**src/rcg_pkg.sv**
```systemverilog
// Constants, field layout and carrier types of the reset and module clock gating block
package rcg_pkg;
  localparam int CLK_PERIOD_NS = 40;
  localparam int CNT_W = 22;

  // Register map
  localparam logic [7:0] GATE_OFFSET = 8'h64;
  localparam logic [7:0] STATUS_OFFSET = 8'h66;
  localparam logic [7:0] GATE_RESET = 8'h00;
  localparam logic [7:0] GATE_WMASK = 8'hEF;
  localparam logic [7:0] READ_IDLE = 8'h00;

  // Gate register fields
  localparam int GATE_TWO_WIRE_BIT = 7;
  localparam int GATE_TIMER_TWO_BIT = 6;
  localparam int GATE_TIMER_ZERO_BIT = 5;
  localparam int GATE_RESERVED_BIT = 4;
  localparam int GATE_TIMER_ONE_BIT = 3;
  localparam int GATE_SERIAL_PERIPHERAL_BIT = 2;
  localparam int GATE_SERIAL_PORT_BIT = 1;
  localparam int GATE_CONVERTER_BIT = 0;

  // Status register fields
  localparam int WDT_FLAG_BIT = 3;
  localparam logic STATUS_RESET = 1'b0;

  // Detector level fuse code meaning detector off
  localparam logic [2:0] BROWN_FUSE_OFF = 3'h7;

  // Source filter widths, least times rounded up
  localparam int EXT_MIN_PULSE_NS = 2500;
  localparam int EXT_MIN_CYC = (EXT_MIN_PULSE_NS + CLK_PERIOD_NS - 1) / CLK_PERIOD_NS;
  localparam int BROWN_MIN_NS = 2000;
  localparam int BROWN_MIN_CYC = (BROWN_MIN_NS + CLK_PERIOD_NS - 1) / CLK_PERIOD_NS;
  localparam int POR_MIN_CYC = 1;

  // Delay counter selections by start-up fuse, in microseconds
  localparam int TOUT_US_0 = 16;
  localparam int TOUT_US_1 = 128;
  localparam int TOUT_US_2 = 4096;
  localparam int TOUT_US_3 = 65536;
  localparam int OSC_START_US = 64;
  localparam logic [CNT_W-1:0] OSC_LEN = CNT_W'(OSC_START_US * 1000 / CLK_PERIOD_NS);

  // Per-peripheral clock and register access enables
  typedef struct packed {
    logic two_wire;
    logic timer_two;
    logic timer_zero;
    logic timer_one;
    logic serial_peripheral;
    logic serial_port;
  } rcg_gate_t;

  localparam rcg_gate_t GATE_ALL_ON = 6'h3F;
endpackage

```
**src/rcg_top.sv**
```systemverilog
// Reset source combining, reset stretching, module clock gating and bandgap control
//
// Implementation choice: strobed register access.
`timescale 1ns/1ns
module rcg_top #(
  parameter int unsigned TOUT_CYC_0 = rcg_pkg::TOUT_US_0 * 1000 / rcg_pkg::CLK_PERIOD_NS,
  parameter int unsigned TOUT_CYC_1 = rcg_pkg::TOUT_US_1 * 1000 / rcg_pkg::CLK_PERIOD_NS,
  parameter int unsigned TOUT_CYC_2 = rcg_pkg::TOUT_US_2 * 1000 / rcg_pkg::CLK_PERIOD_NS,
  parameter int unsigned TOUT_CYC_3 = rcg_pkg::TOUT_US_3 * 1000 / rcg_pkg::CLK_PERIOD_NS
) (
  input wire logic clk,
  input wire logic sys_rst,
  input wire logic [7:0] bus_addr,
  input wire logic [7:0] bus_wdata,
  input wire logic bus_we,
  input wire logic bus_re,
  output logic [7:0] bus_rdata,
  input wire logic power_low,
  input wire logic ext_reset_n,
  input wire logic external_reset_disable_fuse,
  input wire logic brownout_low,
  input wire logic [2:0] brownout_level_fuse,
  input wire logic [1:0] startup_time_fuse,
  input wire logic [3:0] clock_select_fuse,
  input wire logic watchdog_expire,
  input wire logic watchdog_reset_mode,
  input wire logic timer_two_async_select,
  input wire logic comparator_bandgap_select,
  input wire logic converter_enable,
  output rcg_pkg::rcg_gate_t clk_en,
  output logic converter_shutdown,
  output logic comparator_mux_allow,
  output logic bandgap_power,
  output logic internal_reset,
  output logic port_reset,
  output logic fetch_start
);
  localparam int CW = rcg_pkg::CNT_W;

  logic por_sync, ext_low, brown_low;
  logic wdt_src_reg, wdt_src_next;
  logic [CW-1:0] start_len, len_sel, cnt_reg, cnt_next;
  logic internal_reset_reg, internal_reset_next;
  logic port_reset_reg, fetch_start_reg;
  logic [7:0] gate_reg, gate_next;
  logic wdt_flag_reg, wdt_flag_next;
  logic [7:0] rdata_reg, rdata_next;
  rcg_pkg::rcg_gate_t clk_en_reg, clk_en_next;
  logic conv_shut_reg, mux_allow_reg, bandgap_reg;

  // Source conditioning: the supply, pin and brownout sources cross in through three stages; the watchdog pulse is registered once
  wire ext_pin_low = !ext_reset_n;
  rcg_filter #(.MIN_CYC(rcg_pkg::POR_MIN_CYC)) u_por_filter (
    .clk(clk),
    .sys_rst(sys_rst),
    .raw_in(power_low),
    .active(por_sync)
  );
  rcg_filter #(.MIN_CYC(rcg_pkg::EXT_MIN_CYC)) u_ext_filter (
    .clk(clk),
    .sys_rst(sys_rst),
    .raw_in(ext_pin_low),
    .active(ext_low)
  );
  rcg_filter #(.MIN_CYC(rcg_pkg::BROWN_MIN_CYC)) u_brown_filter (
    .clk(clk),
    .sys_rst(sys_rst),
    .raw_in(brownout_low),
    .active(brown_low)
  );

  // Qualified sources
  wire brown_enabled = brownout_level_fuse != rcg_pkg::BROWN_FUSE_OFF;
  wire ext_src = ext_low && !external_reset_disable_fuse;
  wire brown_src = brown_low && brown_enabled;
  assign wdt_src_next = watchdog_expire && watchdog_reset_mode;
  wire any_src = por_sync | ext_src | wdt_src_reg | brown_src;

  // Async path for the ports; a clockless pin pulse still reaches them
  wire port_async_hit = power_low | (ext_pin_low & !external_reset_disable_fuse);

  // Delay length chosen by the start-up fuse, plus oscillator start for some clocks
  always_comb begin
    unique case (startup_time_fuse)
      2'h0: start_len = CW'(TOUT_CYC_0);
      2'h1: start_len = CW'(TOUT_CYC_1);
      2'h2: start_len = CW'(TOUT_CYC_2);
      2'h3: start_len = CW'(TOUT_CYC_3);
    endcase
  end
  assign len_sel = start_len + (clock_select_fuse[0] ? rcg_pkg::OSC_LEN : '0);

  // Counter restarts on any source; compare with less-than so a fuse change cannot hang it
  assign cnt_next = any_src ? '0 : (cnt_reg < len_sel) ? cnt_reg + 1'b1 : cnt_reg;
  assign internal_reset_next = any_src | (cnt_reg < len_sel);

  // Watchdog pulse register; counting starts on the cycle after it
  always_ff @(posedge clk) begin
    if (sys_rst) begin
      wdt_src_reg <= 1'b0;
    end else begin
      wdt_src_reg <= wdt_src_next;
    end
  end

  // Delay counter
  always_ff @(posedge clk) begin
    if (sys_rst) begin
      cnt_reg <= '0;
    end else begin
      cnt_reg <= cnt_next;
    end
  end

  // Internal reset; a supply drop sets it without waiting for an edge
  always_ff @(posedge clk or posedge power_low) begin
    if (power_low) begin
      internal_reset_reg <= 1'b1;
    end else if (sys_rst) begin
      internal_reset_reg <= 1'b1;
    end else begin
      internal_reset_reg <= internal_reset_next;
    end
  end

  // Port reset; glitches on the pin may tri-state ports briefly, which is harmless
  always_ff @(posedge clk or posedge port_async_hit) begin
    if (port_async_hit) begin
      port_reset_reg <= 1'b1;
    end else if (sys_rst) begin
      port_reset_reg <= 1'b1;
    end else begin
      port_reset_reg <= internal_reset_next;
    end
  end

  // One-cycle fetch restart at the release of the internal reset
  always_ff @(posedge clk) begin
    if (sys_rst) begin
      fetch_start_reg <= 1'b0;
    end else begin
      fetch_start_reg <= internal_reset_reg && !internal_reset_next;
    end
  end

  // Register decode
  wire reg_rst = sys_rst | internal_reset_reg;
  wire gate_sel = bus_addr == rcg_pkg::GATE_OFFSET;
  wire status_sel = bus_addr == rcg_pkg::STATUS_OFFSET;
  wire gate_we = bus_we && gate_sel;
  wire status_we = bus_we && status_sel;
  assign gate_next = gate_we ? (bus_wdata & rcg_pkg::GATE_WMASK) : gate_reg;

  // Flag: a watchdog pulse wins over a clearing write in the same cycle
  assign wdt_flag_next = wdt_src_reg ? 1'b1 :
                         (status_we && !bus_wdata[rcg_pkg::WDT_FLAG_BIT]) ? 1'b0 :
                         wdt_flag_reg;
  wire [7:0] status_rd = 8'(wdt_flag_reg) << rcg_pkg::WDT_FLAG_BIT;

  // Read mux, unmapped addresses answer zero
  wire [7:0] rd_sel = gate_sel ? gate_reg : status_sel ? status_rd : rcg_pkg::READ_IDLE;
  assign rdata_next = bus_re ? rd_sel : rcg_pkg::READ_IDLE;

  // Per-peripheral enables; a low enable also locks out its register access
  assign clk_en_next.two_wire = !gate_next[rcg_pkg::GATE_TWO_WIRE_BIT] | reg_rst;
  assign clk_en_next.timer_two = !(gate_next[rcg_pkg::GATE_TIMER_TWO_BIT] &&
                                   !timer_two_async_select) | reg_rst;
  assign clk_en_next.timer_zero = !gate_next[rcg_pkg::GATE_TIMER_ZERO_BIT] | reg_rst;
  assign clk_en_next.timer_one = !gate_next[rcg_pkg::GATE_TIMER_ONE_BIT] | reg_rst;
  assign clk_en_next.serial_peripheral =
    !gate_next[rcg_pkg::GATE_SERIAL_PERIPHERAL_BIT] | reg_rst;
  assign clk_en_next.serial_port = !gate_next[rcg_pkg::GATE_SERIAL_PORT_BIT] | reg_rst;
  // Converter gate assumes software already stopped the converter
  wire conv_gate_next = gate_next[rcg_pkg::GATE_CONVERTER_BIT] && !reg_rst;

  // Gate register and derived enables, all reset by the internal reset
  always_ff @(posedge clk) begin
    if (reg_rst) begin
      gate_reg <= rcg_pkg::GATE_RESET;
    end else begin
      gate_reg <= gate_next;
    end
  end

  // Enables update with the register so the gated module stops in the same cycle
  always_ff @(posedge clk) begin
    clk_en_reg <= clk_en_next;
    conv_shut_reg <= conv_gate_next;
    mux_allow_reg <= !conv_gate_next;
  end

  // Flag survives watchdog and pin resets; only power-on or software clear it
  always_ff @(posedge clk) begin
    if (sys_rst || por_sync) begin
      wdt_flag_reg <= rcg_pkg::STATUS_RESET;
    end else begin
      wdt_flag_reg <= wdt_flag_next;
    end
  end

  // Read data stands one cycle
  always_ff @(posedge clk) begin
    if (sys_rst) begin
      rdata_reg <= rcg_pkg::READ_IDLE;
    end else begin
      rdata_reg <= rdata_next;
    end
  end

  // Bandgap follows its users with no reset, so it stays valid for the detector
  always_ff @(posedge clk) begin
    bandgap_reg <= brown_enabled | comparator_bandgap_select | converter_enable;
  end

  assign bus_rdata = rdata_reg;
  assign clk_en = clk_en_reg;
  assign converter_shutdown = conv_shut_reg;
  assign comparator_mux_allow = mux_allow_reg;
  assign bandgap_power = bandgap_reg;
  assign internal_reset = internal_reset_reg;
  assign port_reset = port_reset_reg;
  assign fetch_start = fetch_start_reg;
endmodule

```
**src/rcg_filter.sv**
```systemverilog
// Three-stage synchroniser with a minimum-duration filter for an active-high level
`timescale 1ns/1ns
module rcg_filter #(
  parameter int MIN_CYC = 1
) (
  input wire logic clk,
  input wire logic sys_rst,
  input wire logic raw_in,
  output logic active
);
  logic ff1_reg, ff2_reg, ff3_reg;
  logic [11:0] cnt_reg, cnt_next;
  logic active_reg, active_next;
  localparam logic [11:0] LAST = 12'(MIN_CYC - 1);

  // A level counts only once stages two and three agree
  wire agree = ff2_reg == ff3_reg;
  wire high = agree && ff3_reg;
  assign cnt_next = !agree ? cnt_reg : !ff3_reg ? 12'h000 :
                    (cnt_reg < LAST) ? cnt_reg + 12'h001 : cnt_reg;
  // Short excursions die here before they reach the reset logic
  assign active_next = agree ? (high && cnt_reg >= LAST) : active_reg;

  // Synchroniser chain
  always_ff @(posedge clk) begin
    ff1_reg <= raw_in;
    ff2_reg <= ff1_reg;
    ff3_reg <= ff2_reg;
  end

  // Duration counter
  always_ff @(posedge clk) begin
    if (sys_rst) begin
      cnt_reg <= 12'h000;
      active_reg <= 1'b0;
    end else begin
      cnt_reg <= cnt_next;
      active_reg <= active_next;
    end
  end

  assign active = active_reg;
endmodule

```
**config.mk**
```make
export PLATFORM = sky130hd
export DESIGN_NAME = rcg_top
export DESIGN_NICKNAME = d
export VERILOG_FILES = /design/src/rcg_pkg.sv /design/src/rcg_top.sv /design/src/rcg_filter.sv
export SDC_FILE = /design/constraint.sdc
export NUM_CORES = 1
export LEC_CHECK = 0
export ABC_AREA = 1
export BUFFER_PORTS_ARGS = -buffer_cell sky130_fd_sc_hd__buf_2
export CORE_ASPECT_RATIO = 0.6
export CORE_MARGIN = 2
export CORE_UTILIZATION = 55
export CTS_CLUSTER_SIZE = 14
export DETAILED_ROUTE_END_ITERATION = 16
export MAX_ROUTING_LAYER = met4
export PLACE_DENSITY = 0.78
export SLEW_MARGIN = 40
export SYNTH_ARGS = -nofsm -noshare
export SYNTH_HDL_FRONTEND = slang
export SYNTH_SLANG_ARGS = --single-unit
```
**constraint.sdc**
```tcl
create_clock -name clk -period 4.85 [get_ports clk]
set_clock_uncertainty 0.05 [all_clocks]
set_input_delay 0.97 -clock clk [delete_from_list [all_inputs] [get_ports clk]]
set_output_delay 0.97 -clock clk [all_outputs]
set_load 0.01 [all_outputs]
```
==> results of run 1 <==
## through the flow
step                      power (mW)  hold slack [ns]  instance area [sq um]   util  instances
after floorplan                0.814            0.260                   4120      -        562
after global placement         0.840            0.262                   4420  0.608        705
after detailed placement       0.845            0.263                   4420  0.608        705
after CTS                       1.54            0.279                   4720  0.650        721
after global routing            1.59            0.283                   4720  0.650        721
final                           1.53            0.277                   4720  0.650        721
## synth_stat cells (2+ instances only)
cell and instances:
inv_2 3, ha_1 21, buf_2 2, o211ai_1 2
nor2_2 3, dfstp_2 2, o21ai_0 13, nand2_1 115
conb_1 2, nor2_1 79, nor4_1 2, inv_1 78
nor3_1 12, nor3b_1 2, nand2_2 3, xor2_1 8
nor2_4 3, nand3_1 50, buf_6 4, nand3b_1 3
nand4_1 4, a21oi_1 39, dfxtp_1 84, clkbuf_1 4
xnor2_1 7
## routing by layer
layer  wire length (microns)  vias to the layer above
li1                        -                     1881
met1                    4310                     1715
met2                    4070                      141
met3                     679                       10
met4                      84                        0
met5                       0                        -
## power breakdown
group          internal, mW  switching, mW  leakage, nW
Combinational        0.0362         0.0661         1.19
Sequential            0.719        0.00890        0.703
Clock                 0.406          0.295        0.148
Total                  1.16          0.370         2.04
## logic make-up (layout without fill, tap and decap cells)
| group | count (synthesis) | count (layout) | share of synthesized area |
|---|---|---|---|
| AO/OA/AOI/OAI | 61 | 61 | 0.0813 |
| XOR/XNOR | 15 | 15 | 0.0319 |
| adder cells (fa/ha/maj) | 21 | 21 | 0.0637 |
| buffers and inverters | 94 | 149 | 0.0971 |
| flip-flops | 86 | 86 | 0.421 |
| other | 2 | 2 | 0.00182 |
| AND/OR/NAND/NOR | 283 | 283 | 0.304 |
## worst paths after layout
kind / from / to / slack (ns) / cells after the start
setup reg to reg: cnt_reg[9] / cnt_reg[10] / 2.60 / 10
hold / removal: u_ext_filter.ff1_reg / u_ext_filter.ff2_reg / 0.28 / 0
hold reg to reg: u_ext_filter.ff1_reg / u_ext_filter.ff2_reg / 0.28 / 0
max in group asynchronous: ext_reset_n / port_reset / 4.04 / 3
min in group asynchronous: power_low / internal_reset / 0.60 / 2
setup / recovery: startup_time_fuse[1] / cnt_reg[10] / 1.87 / 13
## layout by cell type (no fill, tap or decap), drive strengths merged, types with 4 or more instances in the layout
cell type	count
xnor2	7
nand3	52
nand2	118
buf	52
nor2	85
nor3	13
nand3b	4
o21ai	15
clkbuf	9
dfxtp	84
xor2	8
nand4	4
a21oi	40
ha	21
inv	84
## layout make-up
class / count / area (sq um)
Multi-Input combinational cell: 382 / 1990
Clock inverter: 7 / 80.1
Inverter: 81 / 304
Sequential cell: 86 / 1730
Fill cell: 655 / 2540
Tap cell: 104 / 130
Timing Repair Buffer: 52 / 260
Clock buffer: 9 / 225
==> flow_metrics.env, run 1 <==
export IMPL_async_reset_ff_frac=0.0233
export IMPL_clock_sink_count=86
export IMPL_slowest_delay_ns=0.54
export IMPL_drtAntennaViolNets=0
export IMPL_rsz0062_at_grt="no"
export IMPL_synth_seq_area_share=0.421
export IMPL_port_buffers=52
export IMPL_synth_flop_cell="dfxtp_1"
export IMPL_core_sq_um=7270
export IMPL_via_per_inst=5.20
export IMPL_yosys_top_cells_area="dfxtp_1 (41%), nand2_1 (10%), nor2_1 (7.2%)"
export IMPL_cts_hold_repair_buffers=0
export IMPL_slowest_stage="a21oi_4"
export IMPL_grt_use_met2=0.374
export IMPL_finalWirelength_microns=9150
export IMPL_p_per_area_nw_per_um2=324
export IMPL_cts_resized=0
export IMPL_rows=24
export IMPL_cts_htree_levels=3
export IMPL_setup_violations=0
export IMPL_synth_top_area_cell="dfxtp_1"
export IMPL_vias=3747
export IMPL_grt_pass1_vias=3563
export IMPL_setup_tns_ns=0
export IMPL_final_hold_viol_count=0
export IMPL_dp_hpwl_microns=6720
export IMPL_nets=671
export IMPL_cts_tree="yes"
export IMPL_arrival_ns=3.19
export IMPL_tightest_slew_ns=0.714
export IMPL_power_leakage_nw=2.04
export IMPL_status="finished, final reports clean"
export IMPL_start_util=0.567
export IMPL_grt_use_met3=0.0617
export IMPL_maxCapViolations=0
export IMPL_setup_ws_ns=1.87
export IMPL_dp_slack_ns=1.55
export IMPL_die_area_sq_um=8230
export IMPL_gr_total_overflow=0
export IMPL_drv_slew=0
export IMPL_synth_nets=621
export IMPL_critPathMostFrequentCell="nand2_1"
export IMPL_worst_path_max_fanout=22
export IMPL_crit_chain="buf_2, inv_1, or2_2, o21ai_0, inv_1, ha_1, nand2_1, nor2_1, nand2_1, nand2_1, a21oi_4, nand3_1, a21oi_1"
export IMPL_antennaDiodeCount=0
export IMPL_yosysUniqueCellTypes=42
export IMPL_ys_ff_latch=86
export IMPL_antenna_found_initial=0
export IMPL_finalWorstPathRequiredPeriod_ns=2.98
export IMPL_cts_buffers=9
export IMPL_finalCritPeriodShare=0.615
export IMPL_cp_required_ns=5.06
export IMPL_die_height_microns=71.1
export IMPL_drcViolationCount=0
export IMPL_path_buf_inv=3
export IMPL_track_usage=0.244
export IMPL_first_pass_iters=5
export IMPL_die_x_microns=116
export IMPL_hp_class="register to register"
export IMPL_drive_gt1_frac=0.144
export IMPL_max_freq_mhz=335
export IMPL_path_class="input pin to register"
export IMPL_grt_pass1_wl_microns=15600
export IMPL_synth_warning_count=0
export IMPL_gr_usage_met1=0.318
export IMPL_syn_to_final_growth_pct=14.5
export IMPL_first_iter_violations=335
export IMPL_post_cts_setup_buffers=0
export IMPL_synth_cells=562
export IMPL_syn_area_per_cell_sq_um=7.34
export IMPL_grt_max_degree=23
export IMPL_slew_headroom=0.523
export IMPL_synth_top_area_frac=0.408
export IMPL_cpLargestDelayFamily="simple AND/OR/NAND/NOR gates"
export IMPL_root_buffer="clkbuf_16"
export IMPL_end_kind="register"
export IMPL_cp_start_kind="input pin"
export IMPL_cts_clk_slew_worst_paths_ns=0.06
export IMPL_drt_wirelength_per_cell_microns=12.7
export IMPL_clockBufferDepth=2
export IMPL_gp_congestion=0.915
export IMPL_synth_edf_count=0
export IMPL_netlist_area_sq_um=4120
export IMPL_io_pins=58
export IMPL_busiest_layer="met2"
export IMPL_insertion_delay_ns=0.34
export IMPL_ir_drop_mv=0.239
export IMPL_largest_register_ffs=22
(Power assumes the default switching activity.)
==> run 2, diff against run 1 <==
--- a/config.mk
+++ b/config.mk
@@ -5,15 +5,15 @@
 export SDC_FILE = /design/constraint.sdc
 export NUM_CORES = 1
 export LEC_CHECK = 0
-export ABC_AREA = 1
+export ABC_AREA = 0
 export BUFFER_PORTS_ARGS = -buffer_cell sky130_fd_sc_hd__buf_2
 export CORE_ASPECT_RATIO = 0.6
 export CORE_MARGIN = 2
-export CORE_UTILIZATION = 55
+export CORE_UTILIZATION = 51
 export CTS_CLUSTER_SIZE = 14
 export DETAILED_ROUTE_END_ITERATION = 16
 export MAX_ROUTING_LAYER = met4
-export PLACE_DENSITY = 0.78
+export PLACE_DENSITY = 0.76
 export SLEW_MARGIN = 40
 export SYNTH_ARGS = -nofsm -noshare
 export SYNTH_HDL_FRONTEND = slang
==> constraint.sdc (replaced) <==
create_clock -name clk -period 2.7 [get_ports clk]
set_clock_uncertainty 0.05 [all_clocks]
set_input_delay 0.54 -clock clk [delete_from_list [all_inputs] [get_ports clk]]
set_output_delay 0.54 -clock clk [all_outputs]
set_load 0.01 [all_outputs]
==> run 2 against run 1 <==
Sequential share of layout area up 1.5 points. Synthesized cell count shrank 25%. Via count shrank 16%. Synthesized area shrank 5.7%. Combinational power up 73%. Wire length is 11% lower. Cell count decreased by 19%. Die area up 1.6%. Power increased by 73%. Critical endpoint is now cnt_reg[20].
==> flow_metrics.env, run 2 <==
export IMPL_die_area_sq_um=8370
export IMPL_drt_wirelength_per_cell_microns=13.9
export IMPL_end_kind="register"
export IMPL_cp_required_ns=2.92
export IMPL_rows=24
export IMPL_async_reset_ff_frac=0.0233
export IMPL_largest_register_ffs=22
export IMPL_arrival_ns=2.66
export IMPL_netlist_area_sq_um=3890
export IMPL_path_buf_inv=2
export IMPL_syn_area_per_cell_sq_um=9.24
export IMPL_synth_edf_count=0
export IMPL_max_freq_mhz=409
export IMPL_first_iter_violations=200
export IMPL_synth_warning_count=0
export IMPL_synth_top_area_cell="dfxtp_1"
export IMPL_post_cts_setup_buffers=0
export IMPL_drtAntennaViolNets=0
export IMPL_synth_most_common_cell="dfxtp_1"
export IMPL_finalCritPeriodShare=0.905
export IMPL_gp_congestion=0.888
export IMPL_synth_flop_cell="dfxtp_1"
export IMPL_cts_resized=0
export IMPL_track_usage=0.221
export IMPL_synth_seq_area_share=0.446
export IMPL_grt_pass1_vias=3043
export IMPL_yosys_top_cells_area="dfxtp_1 (43%), ha_1 (6.8%), mux2i_1 (5.9%)"
export IMPL_syn_to_final_growth_pct=16.8
export IMPL_vias=3161
export IMPL_cts_buffers=9
export IMPL_cp_start_kind="input pin"
export IMPL_insertion_delay_ns=0.35
export IMPL_worst_path_max_fanout=26
export IMPL_cts_htree_levels=3
export IMPL_finalWorstPathRequiredPeriod_ns=2.44
export IMPL_ir_drop_mv=0.479
export IMPL_drv_slew=0
export IMPL_status="finished, final reports clean"
export IMPL_final_common_cell="dfxtp_1"
export IMPL_start_util=0.531
export IMPL_rsz0062_at_grt="no"
export IMPL_dp_slack_ns=-0.0996
export IMPL_core_sq_um=7330
export IMPL_synth_cells=421
export IMPL_die_height_microns=71.7
export IMPL_drcViolationCount=0
export IMPL_clockBufferDepth=2
export IMPL_grt_max_degree=28
export IMPL_cts_clk_slew_worst_paths_ns=0.06
export IMPL_reg2reg_slack_ns=0.38
export IMPL_io_pins=58
export IMPL_dp_hpwl_microns=6170
export IMPL_finalWirelength_microns=8140
export IMPL_via_per_inst=5.39
export IMPL_final_hold_viol_count=0
export IMPL_tightest_slew_ns=0.640
export IMPL_ys_ff_latch=86
export IMPL_maxCapViolations=0
export IMPL_p_per_area_nw_per_um2=583
export IMPL_setup_violations=0
export IMPL_cts_hold_repair_buffers=0
export IMPL_antennaDiodeCount=0
export IMPL_nets=536
export IMPL_slew_headroom=0.571
export IMPL_path_class="input pin to register"
export IMPL_root_buffer="clkbuf_16"
export IMPL_clock_sink_count=86
export IMPL_cpLargestDelayFamily="compound AO/OA/AOI/OAI gates"
export IMPL_p_total_mw=2.65
export IMPL_drive_gt1_frac=0.187
export IMPL_setup_ws_ns=0.257
export IMPL_crit_chain="buf_2, nand2b_1, a21boi_0, ha_1, nand2_1, o21ai_0, a21o_1, buf_12, or4_1, a21oi_1"
export IMPL_hp_class="input pin to asynchronous set/reset pin"
export IMPL_port_buffers=52
export IMPL_power_leakage_nw=1.86
export IMPL_first_pass_iters=4
export IMPL_slowest_stage="or4_1"
export IMPL_yosysUniqueCellTypes=53
export IMPL_synth_nets=480
export IMPL_cts_tree="yes"
export IMPL_slowest_delay_ns=0.51
export IMPL_synth_commonest_cells="dfxtp_1 (84), nor2_1 (44), nand2_1 (33), mux2i_1 (23), a21oi_1 (22)"
export IMPL_antenna_found_initial=0
export IMPL_gr_total_overflow=0
export IMPL_fillCellCount=657
export IMPL_die_x_microns=117
export IMPL_synth_top_area_frac=0.432
export IMPL_final_cell_mix="dfxtp_1 (84), buf_2 (52), nor2_1 (44)"
export IMPL_grt_pass1_wl_microns=13800
==> run 2: cell count changes after synthesis, moves of 10 or more <==
cell	before	now
nand2_1	115	33
mux2i_1	0	23
nand3_1	50	16
inv_1	78	18
a21oi_1	39	22
and2_1	0	12
or4_1	0	10
nor2_1	79	44
==> run 2: kinds of logic after synthesis <==
family | count (synthesis) | share of synthesized area
XOR/XNOR | 7 | 0.0158
AND/OR/NAND/NOR | 185 | 0.254
AO/OA/AOI/OAI | 62 | 0.110
adder cells (fa/ha/maj) | 21 | 0.0675
flip-flops | 86 | 0.446
buffers and inverters | 35 | 0.0457
multiplexers | 23 | 0.0592
other | 2 | 0.00193
==> run 2: area by class of cell <==
cell class | count | area, sq um | share of cell area
Clock buffer | 10 | 239 | 0.0526
Clock inverter | 6 | 45.0 | 0.00992
Inverter | 18 | 67.6 | 0.0149
Multi-Input combinational cell | 300 | 1980 | 0.436
Sequential cell | 86 | 1730 | 0.382
Tap cell | 104 | 130 | 0.0287
Timing Repair Buffer | 62 | 348 | 0.0766
==> run 2: where the power goes <==
| group | leakage (nW) | internal (mW) | switching [mW] | total [mW] |
|---|---|---|---|---|
| logic | 1.03 | 0.0776 | 0.0979 | 0.176 |
| registers | 0.703 | 1.29 | 0.0180 | 1.31 |
| clock network | 0.131 | 0.650 | 0.513 | 1.16 |
==> run 2: per-stage QoR <==
step | instance area, sq um | cells | hold slack [ns] | util | setup TNS, ns
after detailed placement | 4260 | 570 | 0.262 | 0.581 | -0.846
after global placement | 4260 | 570 | 0.263 | 0.581 | 0
after CTS | 4540 | 586 | 0.130 | 0.620 | 0
final | 4540 | 586 | 0.146 | 0.620 | 0
after floorplan | 3890 | 421 | 0.260 | - | 0
after global routing | 4540 | 586 | 0.134 | 0.620 | 0
==> run 2: worst paths after layout <==
kind,endpoint,startpoint,cells past startpoint
hold / removal,internal_reset,power_low,2
min in group clk,u_brown_filter.ff1_reg,brownout_low,1
setup / recovery,cnt_reg[20],startup_time_fuse[0],10
hold reg to reg,u_ext_filter.ff2_reg,u_ext_filter.ff1_reg,0
setup reg to reg,cnt_reg[17],cnt_reg[9],7
max in group asynchronous,port_reset,external_reset_disable_fuse,3
==> run 2: per-layer routing <==
| layer | routed length, microns | global-route usage |
|---|---|---|
| met2 | 3250 | 0.311 |
| met3 | 738 | 0.0821 |
| met5 | 0 | - |
| met1 | 4050 | 0.293 |
| met4 | 111 | 0.0719 |
